`config.mk`:
```
export PLATFORM = sky130hd
export DESIGN_NAME = io_brake_ctl
export DESIGN_NICKNAME = d
export VERILOG_FILES = /design/src/input_filter.v /design/src/io_brake_ctl.v
export VERILOG_INCLUDE_DIRS = /design/src
export SDC_FILE = /design/constraint.sdc
export NUM_CORES = 1
export LEC_CHECK = 0
export BUFFER_PORTS_ARGS = -buffer_cell sky130_fd_sc_hd__buf_2
export CORE_MARGIN = 4
export CORE_UTILIZATION = 40
export DETAILED_ROUTE_END_ITERATION = 7
export PLACE_DENSITY = 0.64
export SYNTH_ARGS = -nofsm -noshare
export SYNTH_HDL_FRONTEND = slang
export SYNTH_HIERARCHICAL = 1
export SYNTH_SLANG_ARGS = --single-unit
```
`constraint.sdc`:
```
create_clock -name clk_in -period 6.05 [get_ports clk_in]
set_input_delay 0.605 -clock clk_in [delete_from_list [all_inputs] [get_ports clk_in]]
set_output_delay 0.605 -clock clk_in [all_outputs]
set_load 0.02 [all_outputs]
```
`src/io_brake_map.vh`:
```
// Register map, field positions and timing counts for input capture and brake block
`ifndef IO_BRAKE_MAP_VH
`define IO_BRAKE_MAP_VH

// ****************************************************************
// Register byte offsets
// ****************************************************************
`define OFS_INPUT_CFG     8'h00
`define OFS_CAPTURE_CTL   8'h04
`define OFS_EVENT_STATUS  8'h08
`define OFS_INPUT_LEVEL   8'h0C
`define OFS_CAPTURE_POS1  8'h10
`define OFS_CAPTURE_POS2  8'h14
`define OFS_BRAKE_CTL     8'h18
`define OFS_ENGAGE_DELAY  8'h1C
`define OFS_RELEASE_DELAY 8'h20

// ****************************************************************
// Input function codes (3 bits per input)
// ****************************************************************
`define FUNC_NONE      3'h0
`define FUNC_HOME      3'h1
`define FUNC_REG1      3'h2
`define FUNC_REG2      3'h3
`define FUNC_POS_OT    3'h4
`define FUNC_NEG_OT    3'h5
`define FUNC_HOME_AND_CAPTURE_ONE 3'h6

// ****************************************************************
// Reset values
// ****************************************************************
`define INPUT_CFG_RST  6'h1E
`define CTL_RST        16'h0000
`define DELAY_RST      16'h0000

// ****************************************************************
// Capture control fields
// ****************************************************************
`define CTL_HOME_EN    0
`define CTL_REG1_EN    1
`define CTL_REG2_EN    2
`define CTL_OT_EN      3
`define CTL_REG1_FALL  4
`define CTL_REG2_FALL  5
`define CTL_HOME_FALL  6
`define CTL_WIN1_EN    7
`define CTL_WIN2_EN    8
`define CTL_REARM1     9
`define CTL_REARM2     10

// ****************************************************************
// Event status fields (write one to clear)
// ****************************************************************
`define ST_CAP1        0
`define ST_CAP2        1
`define ST_HOME_EDGE   2
`define ST_POS_OT      3
`define ST_NEG_OT      4

// ****************************************************************
// Timing
// ****************************************************************
`define CLK_MHZ          100
`define REG_FILTER_NS    12000
`define REG_FILTER_CYC   ((`REG_FILTER_NS * `CLK_MHZ + 999) / 1000)
`define HOME_DEBOUNCE_MS 20
`define HOME_DEBOUNCE_CYC (`HOME_DEBOUNCE_MS * 1000 * `CLK_MHZ)
`define WIN_DELAY_US     125
`define WIN_DELAY_CYC    (`WIN_DELAY_US * `CLK_MHZ)
`define DELAY_UNIT_US    1000
`define DELAY_UNIT_CYC   (`DELAY_UNIT_US * `CLK_MHZ)

`endif

```
`src/input_filter.v`:
```
// Level filter: accepts a new input level after it holds steady for a count
`timescale 1ns/1ps
`default_nettype none

module input_filter #(
	parameter integer COUNT = 1200
) (
	input  wire clk_in,
	input  wire rst_b_in,
	input  wire raw_in,
	output reg  level_out
);
	reg [31:0] cnt_reg;

	always @(posedge clk_in or negedge rst_b_in) begin
		if (!rst_b_in) begin
			cnt_reg   <= 32'h0000_0000;
			level_out <= 1'b0;
		end else if (raw_in == level_out) begin
			cnt_reg <= 32'h0000_0000;
		end else if (cnt_reg >= COUNT - 1) begin
			// Pulses shorter than COUNT cycles never reach here
			cnt_reg   <= 32'h0000_0000;
			level_out <= raw_in;
		end else begin
			cnt_reg <= cnt_reg + 32'h0000_0001;
		end
	end
endmodule // input_filter

`default_nettype wire

```
`src/io_brake_ctl.v`:
```
// Machine input conditioning, position capture and brake delay logic
// Notes on behaviour
// - Home level reported to homing sequence while home input asserted.
// - Home input edge latches reference position for homing.
// - Configured registration edge, rising or falling, latches axis position.
// - All home and registration functions disabled after reset until enabled.
// - Overtravel inputs normally closed; high means axis within limits.
// - All machine inputs except overtravel active high; overtravel inputs active low.
// - Registration inputs reject pulses shorter than 12.0 us.
// - Home function debounced by 20 ms before level change accepted.
// - Windowed capture waits at least 125 us after window opens.
// - Registration one also serves as home without extra setup.
// - Brake released while brake signal active, engaged when inactive.
// - Brake output switching delayed by engage and release delays.
// - Default mapping: input one home/capture one, input two capture two.
// - Each input assignable to any of seven function codes.
`timescale 1ns/1ps
`default_nettype none
`include "io_brake_map.vh"

module io_brake_ctl #(
	parameter integer HOME_DEBOUNCE_CYC = `HOME_DEBOUNCE_CYC,
	parameter integer WIN_DELAY_CYC     = `WIN_DELAY_CYC,
	parameter integer DELAY_UNIT_CYC    = `DELAY_UNIT_CYC
) (
	input  wire        clk_in,
	input  wire        rst_b_in,
	input  wire [31:0] haddr_in,
	input  wire [1:0]  htrans_in,
	input  wire        hwrite_in,
	input  wire [2:0]  hsize_in,
	input  wire [31:0] hwdata_in,
	input  wire        hsel_in,
	input  wire        hready_in,
	output reg  [31:0] hrdata_out,
	output wire        hreadyout_out,
	output wire        hresp_out,
	input  wire        machine_input_one_in,
	input  wire        machine_input_two_in,
	input  wire [31:0] axis_position_in,
	input  wire        capture_window_in,
	input  wire        brake_command_in,
	output wire        home_detected_out,
	output reg         brake_output_pos_out,
	output reg         brake_output_neg_out
);
	// ****************************************************************
	// Registers
	// ****************************************************************
	reg  [5:0]  input_cfg_reg;
	reg  [15:0] ctl_reg;
	reg  [4:0]  status_reg;
	reg  [31:0] cap_pos1_reg;
	reg  [31:0] cap_pos2_reg;
	reg  [31:0] home_pos_reg;
	reg  [15:0] engage_delay_reg;
	reg  [15:0] release_delay_reg;
	reg         wr_pend_reg;
	reg  [7:0]  wr_addr_reg;

	wire [1:0]  filt_reg_w;
	wire [1:0]  filt_home_w;
	wire [1:0]  raw_w;
	assign raw_w = {machine_input_two_in, machine_input_one_in};

	// ****************************************************************
	// Input filtering
	// ****************************************************************
	genvar gi;
	generate
		for (gi = 0; gi < 2; gi = gi + 1) begin : g_filt
			input_filter #(.COUNT(`REG_FILTER_CYC)) u_reg_filt (
				.clk_in    (clk_in),
				.rst_b_in  (rst_b_in),
				.raw_in    (raw_w[gi]),
				.level_out (filt_reg_w[gi])
			);
			input_filter #(.COUNT(HOME_DEBOUNCE_CYC)) u_home_filt (
				.clk_in    (clk_in),
				.rst_b_in  (rst_b_in),
				.raw_in    (raw_w[gi]),
				.level_out (filt_home_w[gi])
			);
		end
	endgenerate

	// ****************************************************************
	// Function mapping
	// ****************************************************************
	wire [2:0] func1_w = input_cfg_reg[2:0];
	wire [2:0] func2_w = input_cfg_reg[5:3];

	// Combined mode on input one makes it both home and capture one
	wire home_src1 = (func1_w == `FUNC_HOME) || (func1_w == `FUNC_HOME_AND_CAPTURE_ONE);
	wire home_src2 = (func2_w == `FUNC_HOME) || (func2_w == `FUNC_HOME_AND_CAPTURE_ONE);
	wire reg1_src1 = (func1_w == `FUNC_REG1) || (func1_w == `FUNC_HOME_AND_CAPTURE_ONE);
	wire reg1_src2 = (func2_w == `FUNC_REG1) || (func2_w == `FUNC_HOME_AND_CAPTURE_ONE);

	wire home_lvl = (home_src1 & filt_home_w[0]) | (home_src2 & filt_home_w[1]);
	wire reg1_lvl = (reg1_src1 & filt_reg_w[0]) | (reg1_src2 & filt_reg_w[1]);
	wire reg2_lvl = ((func1_w == `FUNC_REG2) & filt_reg_w[0]) |
	                ((func2_w == `FUNC_REG2) & filt_reg_w[1]);
	// Unmapped overtravel reads as within limits
	wire pos_ok   = ((func1_w == `FUNC_POS_OT) ? filt_reg_w[0] : 1'b1) &
	                ((func2_w == `FUNC_POS_OT) ? filt_reg_w[1] : 1'b1);
	wire neg_ok   = ((func1_w == `FUNC_NEG_OT) ? filt_reg_w[0] : 1'b1) &
	                ((func2_w == `FUNC_NEG_OT) ? filt_reg_w[1] : 1'b1);

	assign home_detected_out = ctl_reg[`CTL_HOME_EN] & home_lvl;

	// ****************************************************************
	// Edge detection and window delay
	// ****************************************************************
	reg        home_d_reg;
	reg        reg1_d_reg;
	reg        reg2_d_reg;
	reg        pos_d_reg;
	reg        neg_d_reg;
	reg [31:0] win_cnt_reg;
	wire       win_ok = win_cnt_reg >= WIN_DELAY_CYC;

	wire home_edge = ctl_reg[`CTL_HOME_FALL] ? (home_d_reg & ~home_lvl) :
	                 (~home_d_reg & home_lvl);
	wire reg1_edge = ctl_reg[`CTL_REG1_FALL] ? (reg1_d_reg & ~reg1_lvl) :
	                 (~reg1_d_reg & reg1_lvl);
	wire reg2_edge = ctl_reg[`CTL_REG2_FALL] ? (reg2_d_reg & ~reg2_lvl) :
	                 (~reg2_d_reg & reg2_lvl);

	wire cap1_go = ctl_reg[`CTL_REG1_EN] & reg1_edge & ~status_reg[`ST_CAP1] &
	               (~ctl_reg[`CTL_WIN1_EN] | win_ok);
	wire cap2_go = ctl_reg[`CTL_REG2_EN] & reg2_edge & ~status_reg[`ST_CAP2] &
	               (~ctl_reg[`CTL_WIN2_EN] | win_ok);
	wire home_go = ctl_reg[`CTL_HOME_EN] & home_edge & ~status_reg[`ST_HOME_EDGE];
	wire pos_go  = ctl_reg[`CTL_OT_EN] & pos_d_reg & ~pos_ok;
	wire neg_go  = ctl_reg[`CTL_OT_EN] & neg_d_reg & ~neg_ok;

	always @(posedge clk_in or negedge rst_b_in) begin
		if (!rst_b_in) begin
			home_d_reg  <= 1'b0;
			reg1_d_reg  <= 1'b0;
			reg2_d_reg  <= 1'b0;
			pos_d_reg   <= 1'b1;
			neg_d_reg   <= 1'b1;
			win_cnt_reg <= 32'h0000_0000;
		end else begin
			home_d_reg <= home_lvl;
			reg1_d_reg <= reg1_lvl;
			reg2_d_reg <= reg2_lvl;
			pos_d_reg  <= pos_ok;
			neg_d_reg  <= neg_ok;
			if (!capture_window_in)
				win_cnt_reg <= 32'h0000_0000;
			else if (!win_ok)
				win_cnt_reg <= win_cnt_reg + 32'h0000_0001;
		end
	end

	// ****************************************************************
	// Brake delay sequencer
	// ****************************************************************
	localparam [1:0] BK_ENGAGED   = 2'h0;
	localparam [1:0] BK_RELEASING = 2'h1;
	localparam [1:0] BK_RELEASED  = 2'h2;
	localparam [1:0] BK_ENGAGING  = 2'h3;

	reg  [1:0]  bk_state_reg;
	reg  [1:0]  bk_state_next;
	reg  [15:0] bk_ms_reg;
	reg  [31:0] bk_tick_reg;
	wire        bk_cmd = brake_command_in | ctl_reg[11];
	wire        tick = bk_tick_reg >= DELAY_UNIT_CYC - 1;
	wire        bk_timing = (bk_state_reg == BK_RELEASING) || (bk_state_reg == BK_ENGAGING);
	wire [15:0] bk_limit = (bk_state_reg == BK_RELEASING) ? release_delay_reg :
	                       engage_delay_reg;
	wire        bk_done = bk_ms_reg >= bk_limit;

	always @* begin
		bk_state_next = bk_state_reg;
		case (bk_state_reg)
			BK_ENGAGED:   if (bk_cmd) bk_state_next = BK_RELEASING;
			BK_RELEASING: begin
				if (!bk_cmd)
					bk_state_next = BK_ENGAGED;
				else if (bk_done)
					bk_state_next = BK_RELEASED;
			end
			BK_RELEASED:  if (!bk_cmd) bk_state_next = BK_ENGAGING;
			default: begin
				if (bk_cmd)
					bk_state_next = BK_RELEASED;
				else if (bk_done)
					bk_state_next = BK_ENGAGED;
			end
		endcase
	end

	always @(posedge clk_in or negedge rst_b_in) begin
		if (!rst_b_in) begin
			bk_state_reg         <= BK_ENGAGED;
			bk_ms_reg            <= 16'h0000;
			bk_tick_reg          <= 32'h0000_0000;
			brake_output_pos_out <= 1'b0;
			brake_output_neg_out <= 1'b0;
		end else begin
			bk_state_reg <= bk_state_next;
			if (!bk_timing || bk_state_next != bk_state_reg) begin
				bk_ms_reg   <= 16'h0000;
				bk_tick_reg <= 32'h0000_0000;
			end else if (tick) begin
				bk_tick_reg <= 32'h0000_0000;
				bk_ms_reg   <= bk_ms_reg + 16'h0001;
			end else begin
				bk_tick_reg <= bk_tick_reg + 32'h0000_0001;
			end
			// Coil stays powered through the engage delay
			brake_output_pos_out <= (bk_state_next == BK_RELEASED) ||
			                        (bk_state_next == BK_ENGAGING);
			brake_output_neg_out <= (bk_state_next == BK_RELEASED) ||
			                        (bk_state_next == BK_ENGAGING);
		end
	end

	// ****************************************************************
	// AHB-Lite slave
	// ****************************************************************
	wire       addr_ph = hsel_in & hready_in & htrans_in[1];
	wire [4:0] w1c = (wr_pend_reg && wr_addr_reg == `OFS_EVENT_STATUS) ?
	                 hwdata_in[4:0] : 5'h00;
	wire [4:0] set_ev = {neg_go, pos_go, home_go, cap2_go, cap1_go};
	wire       rearm_wr = wr_pend_reg && wr_addr_reg == `OFS_CAPTURE_CTL;

	assign hreadyout_out = 1'b1;
	assign hresp_out     = 1'b0;

	always @(posedge clk_in or negedge rst_b_in) begin
		if (!rst_b_in) begin
			wr_pend_reg       <= 1'b0;
			wr_addr_reg       <= 8'h00;
			hrdata_out        <= 32'h0000_0000;
			input_cfg_reg     <= `INPUT_CFG_RST;
			ctl_reg           <= `CTL_RST;
			status_reg        <= 5'h00;
			cap_pos1_reg      <= 32'h0000_0000;
			cap_pos2_reg      <= 32'h0000_0000;
			home_pos_reg      <= 32'h0000_0000;
			engage_delay_reg  <= `DELAY_RST;
			release_delay_reg <= `DELAY_RST;
		end else begin
			wr_pend_reg <= addr_ph & hwrite_in;
			if (addr_ph)
				wr_addr_reg <= haddr_in[7:0];
			if (wr_pend_reg) begin
				if (wr_addr_reg == `OFS_INPUT_CFG)
					input_cfg_reg <= hwdata_in[5:0];
				else if (wr_addr_reg == `OFS_CAPTURE_CTL)
					ctl_reg <= {hwdata_in[15:11], 2'b00, hwdata_in[8:0]};
				else if (wr_addr_reg == `OFS_BRAKE_CTL)
					ctl_reg[11] <= hwdata_in[0];
				else if (wr_addr_reg == `OFS_ENGAGE_DELAY)
					engage_delay_reg <= hwdata_in[15:0];
				else if (wr_addr_reg == `OFS_RELEASE_DELAY)
					release_delay_reg <= hwdata_in[15:0];
			end
			// Set wins over software clear or re-arm
			status_reg <= (status_reg & ~w1c &
			               ~{3'b000, rearm_wr & hwdata_in[`CTL_REARM2],
			                 rearm_wr & hwdata_in[`CTL_REARM1]}) | set_ev;
			if (cap1_go)
				cap_pos1_reg <= axis_position_in;
			if (cap2_go)
				cap_pos2_reg <= axis_position_in;
			if (home_go)
				home_pos_reg <= axis_position_in;
			if (addr_ph && !hwrite_in) begin
				if (haddr_in[7:0] == `OFS_INPUT_CFG)
					hrdata_out <= {26'h0, input_cfg_reg};
				else if (haddr_in[7:0] == `OFS_CAPTURE_CTL)
					hrdata_out <= {16'h0, ctl_reg};
				else if (haddr_in[7:0] == `OFS_EVENT_STATUS)
					hrdata_out <= {27'h0, status_reg};
				else if (haddr_in[7:0] == `OFS_INPUT_LEVEL)
					hrdata_out <= {24'h0, bk_state_reg, home_detected_out, neg_ok,
					               pos_ok, reg2_lvl, reg1_lvl, home_lvl};
				else if (haddr_in[7:0] == `OFS_CAPTURE_POS1)
					hrdata_out <= cap_pos1_reg;
				else if (haddr_in[7:0] == `OFS_CAPTURE_POS2)
					hrdata_out <= cap_pos2_reg;
				else if (haddr_in[7:0] == `OFS_BRAKE_CTL)
					hrdata_out <= {31'h0, ctl_reg[11]};
				else if (haddr_in[7:0] == `OFS_ENGAGE_DELAY)
					hrdata_out <= {16'h0, engage_delay_reg};
				else if (haddr_in[7:0] == `OFS_RELEASE_DELAY)
					hrdata_out <= {16'h0, release_delay_reg};
				else if (haddr_in[7:0] == 8'h24)
					hrdata_out <= home_pos_reg;
				else
					hrdata_out <= 32'h0000_0000;
			end
		end
	end
endmodule // io_brake_ctl

`default_nettype wire

```
==> results by group <==
Power and ir drop
  • Pint: around 5 mW
  • Sw Pwr: between 1 and 1.5 mW
  • Maximum vdd drop: between 0.2 and 0.25 mV
  • Design Power: ~6.4 mW
  • Comb pwr share: 0.079
  • Power per cell area: roughly 300 nW/µm²
  • Sw frac: 0.233
  • Static leakage: between 9 and 10 nW
  • Clock power share: 0.437
  • Part of the power in registers: 0.485

Final layout
  • Commonest non-fill, non-tap cell in the layout: dfrtp_1
  • Area grow syn2layout: 14.9%
  • Nets: 1882
  • Most frequent cells in the layout: dfrtp_1 (408), nor2_1 (142), nand2_1 (114)
  • Layout cell share with drive strength beyond 1: 0.226
  • Post-Layout Cell Count: roughly 2.4k

Logic synthesis
  • Synth Area in Adders: 0.0160
  • Synth Instances: 1581
  • Area leader, netlist: dfrtp_1
  • Main combinational cell family by area after synthesis: simple AND/OR/NAND/NOR gates
  • Post-Synthesis Cell Area: roughly 19000 µm²
  • Main synth FF type: dfrtp_1
  • Synth warn: 6
  • Post-synthesis mux area share: 0.122
  • Post-Synth Simple-Gate Area: 0.152
  • Top cells by area, synth: dfrtp_1 (54%), mux2_4 (5.0%), mux2_2 (4.1%), nor2_1 (2.9%), nand2_1 (2.3%)
  • Distinct cells, synth: 83
  • Post-synthesis average cell area: 11.9 µm²
  • Number of synthesized flops with an enable pin: 0
  • Asr flop ratio synth: 1.00
  • Synth Area in Compound Gates: 0.0839
  • Synthesized flop and latch total: 414
  • Synth Area in XOR/XNOR: 0.0443
  • Seq/Total Area, Yosys: 0.552
  • Post-synth top area share: 0.543

GRT
  • Initial antenna violation count: 13
  • Largest net degree at the start of global routing: approximately 190
  • Gr usage total: 0.169
  • Grt ovf: 0
  • Number of global-route vias before repair: around 13k
  • First-pass GRT wire length: slightly below 70000 µm

Drt
  • DR iter-0 viols: between 1k and 1.5k
  • Final wirelength: between 40000 and 50000 µm
  • Antenna viol nets, final: 0
  • Wire per inst: approximately 18 µm
  • Vias: about 13k
  • Vias per inst: between 5 and 6
  • First-pass iteration count of the detailed router: 5
  • # DRC: 0

STA
  • Max Clock Skew: 8.95 ps
  • Final setup violation count: 0
  • Slew of the pin with the lowest slew margin: 1130 ps
  • Worst hold slack: between 200 and 300 ps
  • Hold Fails Final Rpt: 0
  • Fmax: ~0.27 GHz
  • RSZ-0062 raised after global routing: no
  • Final Max Tran Viols: 0
  • Fin crit share: 0.619
  • Max transition margin: 0.242
  • Tmin final: 3750 ps
  • Setup TNS: 0 ps

Worst setup path
  • Max incr delay on CP: a little under 800 ps
  • CP Class: reg -> reg
  • CP Cell Sequence: inv_1, nand2_1, mux2i_1, ha_1, a21o_1, a21o_1, a21oi_1, nor3b_2, o21ai_1, a21oi_1
  • Critical Path Source Type: register
  • R2R cell count: 10
  • R2r setup slk: about 2300 ps
  • Critical path required time: around 6500 ps
  • Data arrival, critical path: between 4000 and 5000 ps
  • CP endpoint kind: register
  • Worst path slowest cell: nand2_1
  • RR Startpoint: bk_state_reg[1]$_DFF_PN0_
  • Worst Path Max Fanout: 17
  • Reg-to-reg endpoint: bk_ms_reg[4]$_DFFE_PN0P_

Place
  • PortBufs: 100
  • Gpl congestion: between 0.8 and 0.9
  • DPL Wire Length: a little under 30000 µm
  • Placed cells: around 2.3k

Clock network
  • Worst skew pair latency: 560 ps
  • H-tree levels: 2
  • Clk slew on worst S/H paths: around 60 ps
  • CTS max path bufs: 3
  • CTS tree: done
  • Root buffer cell: clkbuf_16
  • Sink Count: around 410
  • CTS Buf Count: 44

Floorplanning
  • FP Rows: 79
  • Core ar.: 46500 µm²
  • Starting Density: 0.405
  • DIE HEIGHT: 225 µm
  • Io pins: roughly 150
  • Die width: between 200 and 250 µm
  • Die ar.: ~51000 µm²

Min path
  • Min-Delay Endpoint: home_pos_reg[30]$_DFFE_PN0P_
  • Min-delay src: axis_position_in[30]
  • Worst min path class: in -> reg
  • Hold Path Cell Cnt: 2

Flow run
  • Maxcap violations: 0

Run status
  • Status: complete, no violations
[worst max path at each step]
stage	endpoint	slack (ps)	startpoint	cells past startpoint
after global routing	bk_ms_reg[4]$_DFFE_PN0P_	1990	bk_state_reg[1]$_DFF_PN0_	10
after CTS	bk_ms_reg[6]$_DFFE_PN0P_	2320	bk_state_reg[1]$_DFF_PN0_	10
after detailed placement	bk_ms_reg[6]$_DFFE_PN0P_	2320	bk_state_reg[1]$_DFF_PN0_	10
after global placement	bk_ms_reg[0]$_DFFE_PN0P_	2460	bk_state_reg[1]$_DFF_PN0_	11
final	bk_ms_reg[4]$_DFFE_PN0P_	2300	bk_state_reg[1]$_DFF_PN0_	10
after floorplan	bk_ms_reg[10]$_DFFE_PN0P_	3120	bk_state_reg[1]$_DFF_PN0_	12
[through the flow]
step | utilization | setup WS (ps) | instance area [µm²]
after floorplan | - | 3120 | 19100
after global placement | 0.432 | 2460 | 20100
after detailed placement | 0.432 | 2320 | 20100
after CTS | 0.465 | 2320 | 21600
after global routing | 0.465 | 1990 | 21600
final | 0.465 | 2300 | 21600
[what timing repair did]
item / CTS / global route
resized for setup: 0 / 0
setup buffers: 0 / 0
hold buffers: 1 / 0
endpoints found under the hold margin: 47 / 0
[cell usage after synthesis (all sizes together), types with 30 or more instances]
library cell  number
a21oi             69
buf               39
clkbuf            30
dfrtp            408
inv               34
mux2             160
nand2            114
nand3             43
nand4             33
nor2             156
nor3              40
o21ai             42
xnor2             48
xor2              47
[power groups by stage]
stage	clock network (mW)	logic, mW	registers [mW]
2_1_floorplan	0	0.272	3.14
4_1_cts	2.86	0.509	3.09
3_5_place_dp	0	0.507	3.14
3_3_place_gp	0	0.494	3.13
5_1_grt	2.98	0.557	3.11
6_report	2.78	0.504	3.09
[metal layers]
layer  share of wire  wire, µm  up-vias  GRT usage
li1                -         -     5875          -
met1            0.45     19400     6406      0.238
met2            0.45     19400      290      0.264
met3           0.069      2940       75     0.0461
met4           0.021       887       12     0.0413
met5          0.0020        87        -          0
[critical path, delay by kind of cell, from the launching register on]
family,cells,cell delay [ps]
and+or+nand+nor,2,1120
buffers and inverters,1,100
adders and majority gates,1,290
DFF,1,390
muxes,1,310
AOI/OAI and AO/OA,5,1440
[cell families (layout without fill, tap and decap cells)]
logic type               after synthesis  after routing
other                                  6             87
AND/OR/NAND/NOR                      516            516
flip-flops                           414            414
multiplexers                         186            186
adder cells (fa/ha/maj)               24             24
XOR/XNOR                              95             95
buffers and inverters                103            225
AO/OA/AOI/OAI                        237            237
[cell type report]
cell class                      instances  area [µm²]
Clock buffer                           58        1240
Timing Repair Buffer                  115         651
Tap cell                              607         759
Antenna cell                            6        15.0
Fill cell                            4294       24900
Inverter                               34         128
Sequential cell                       414       10400
Clock inverter                         18         255
Multi-Input combinational cell       1139        8180
Power figures use the tool's default switching activity.
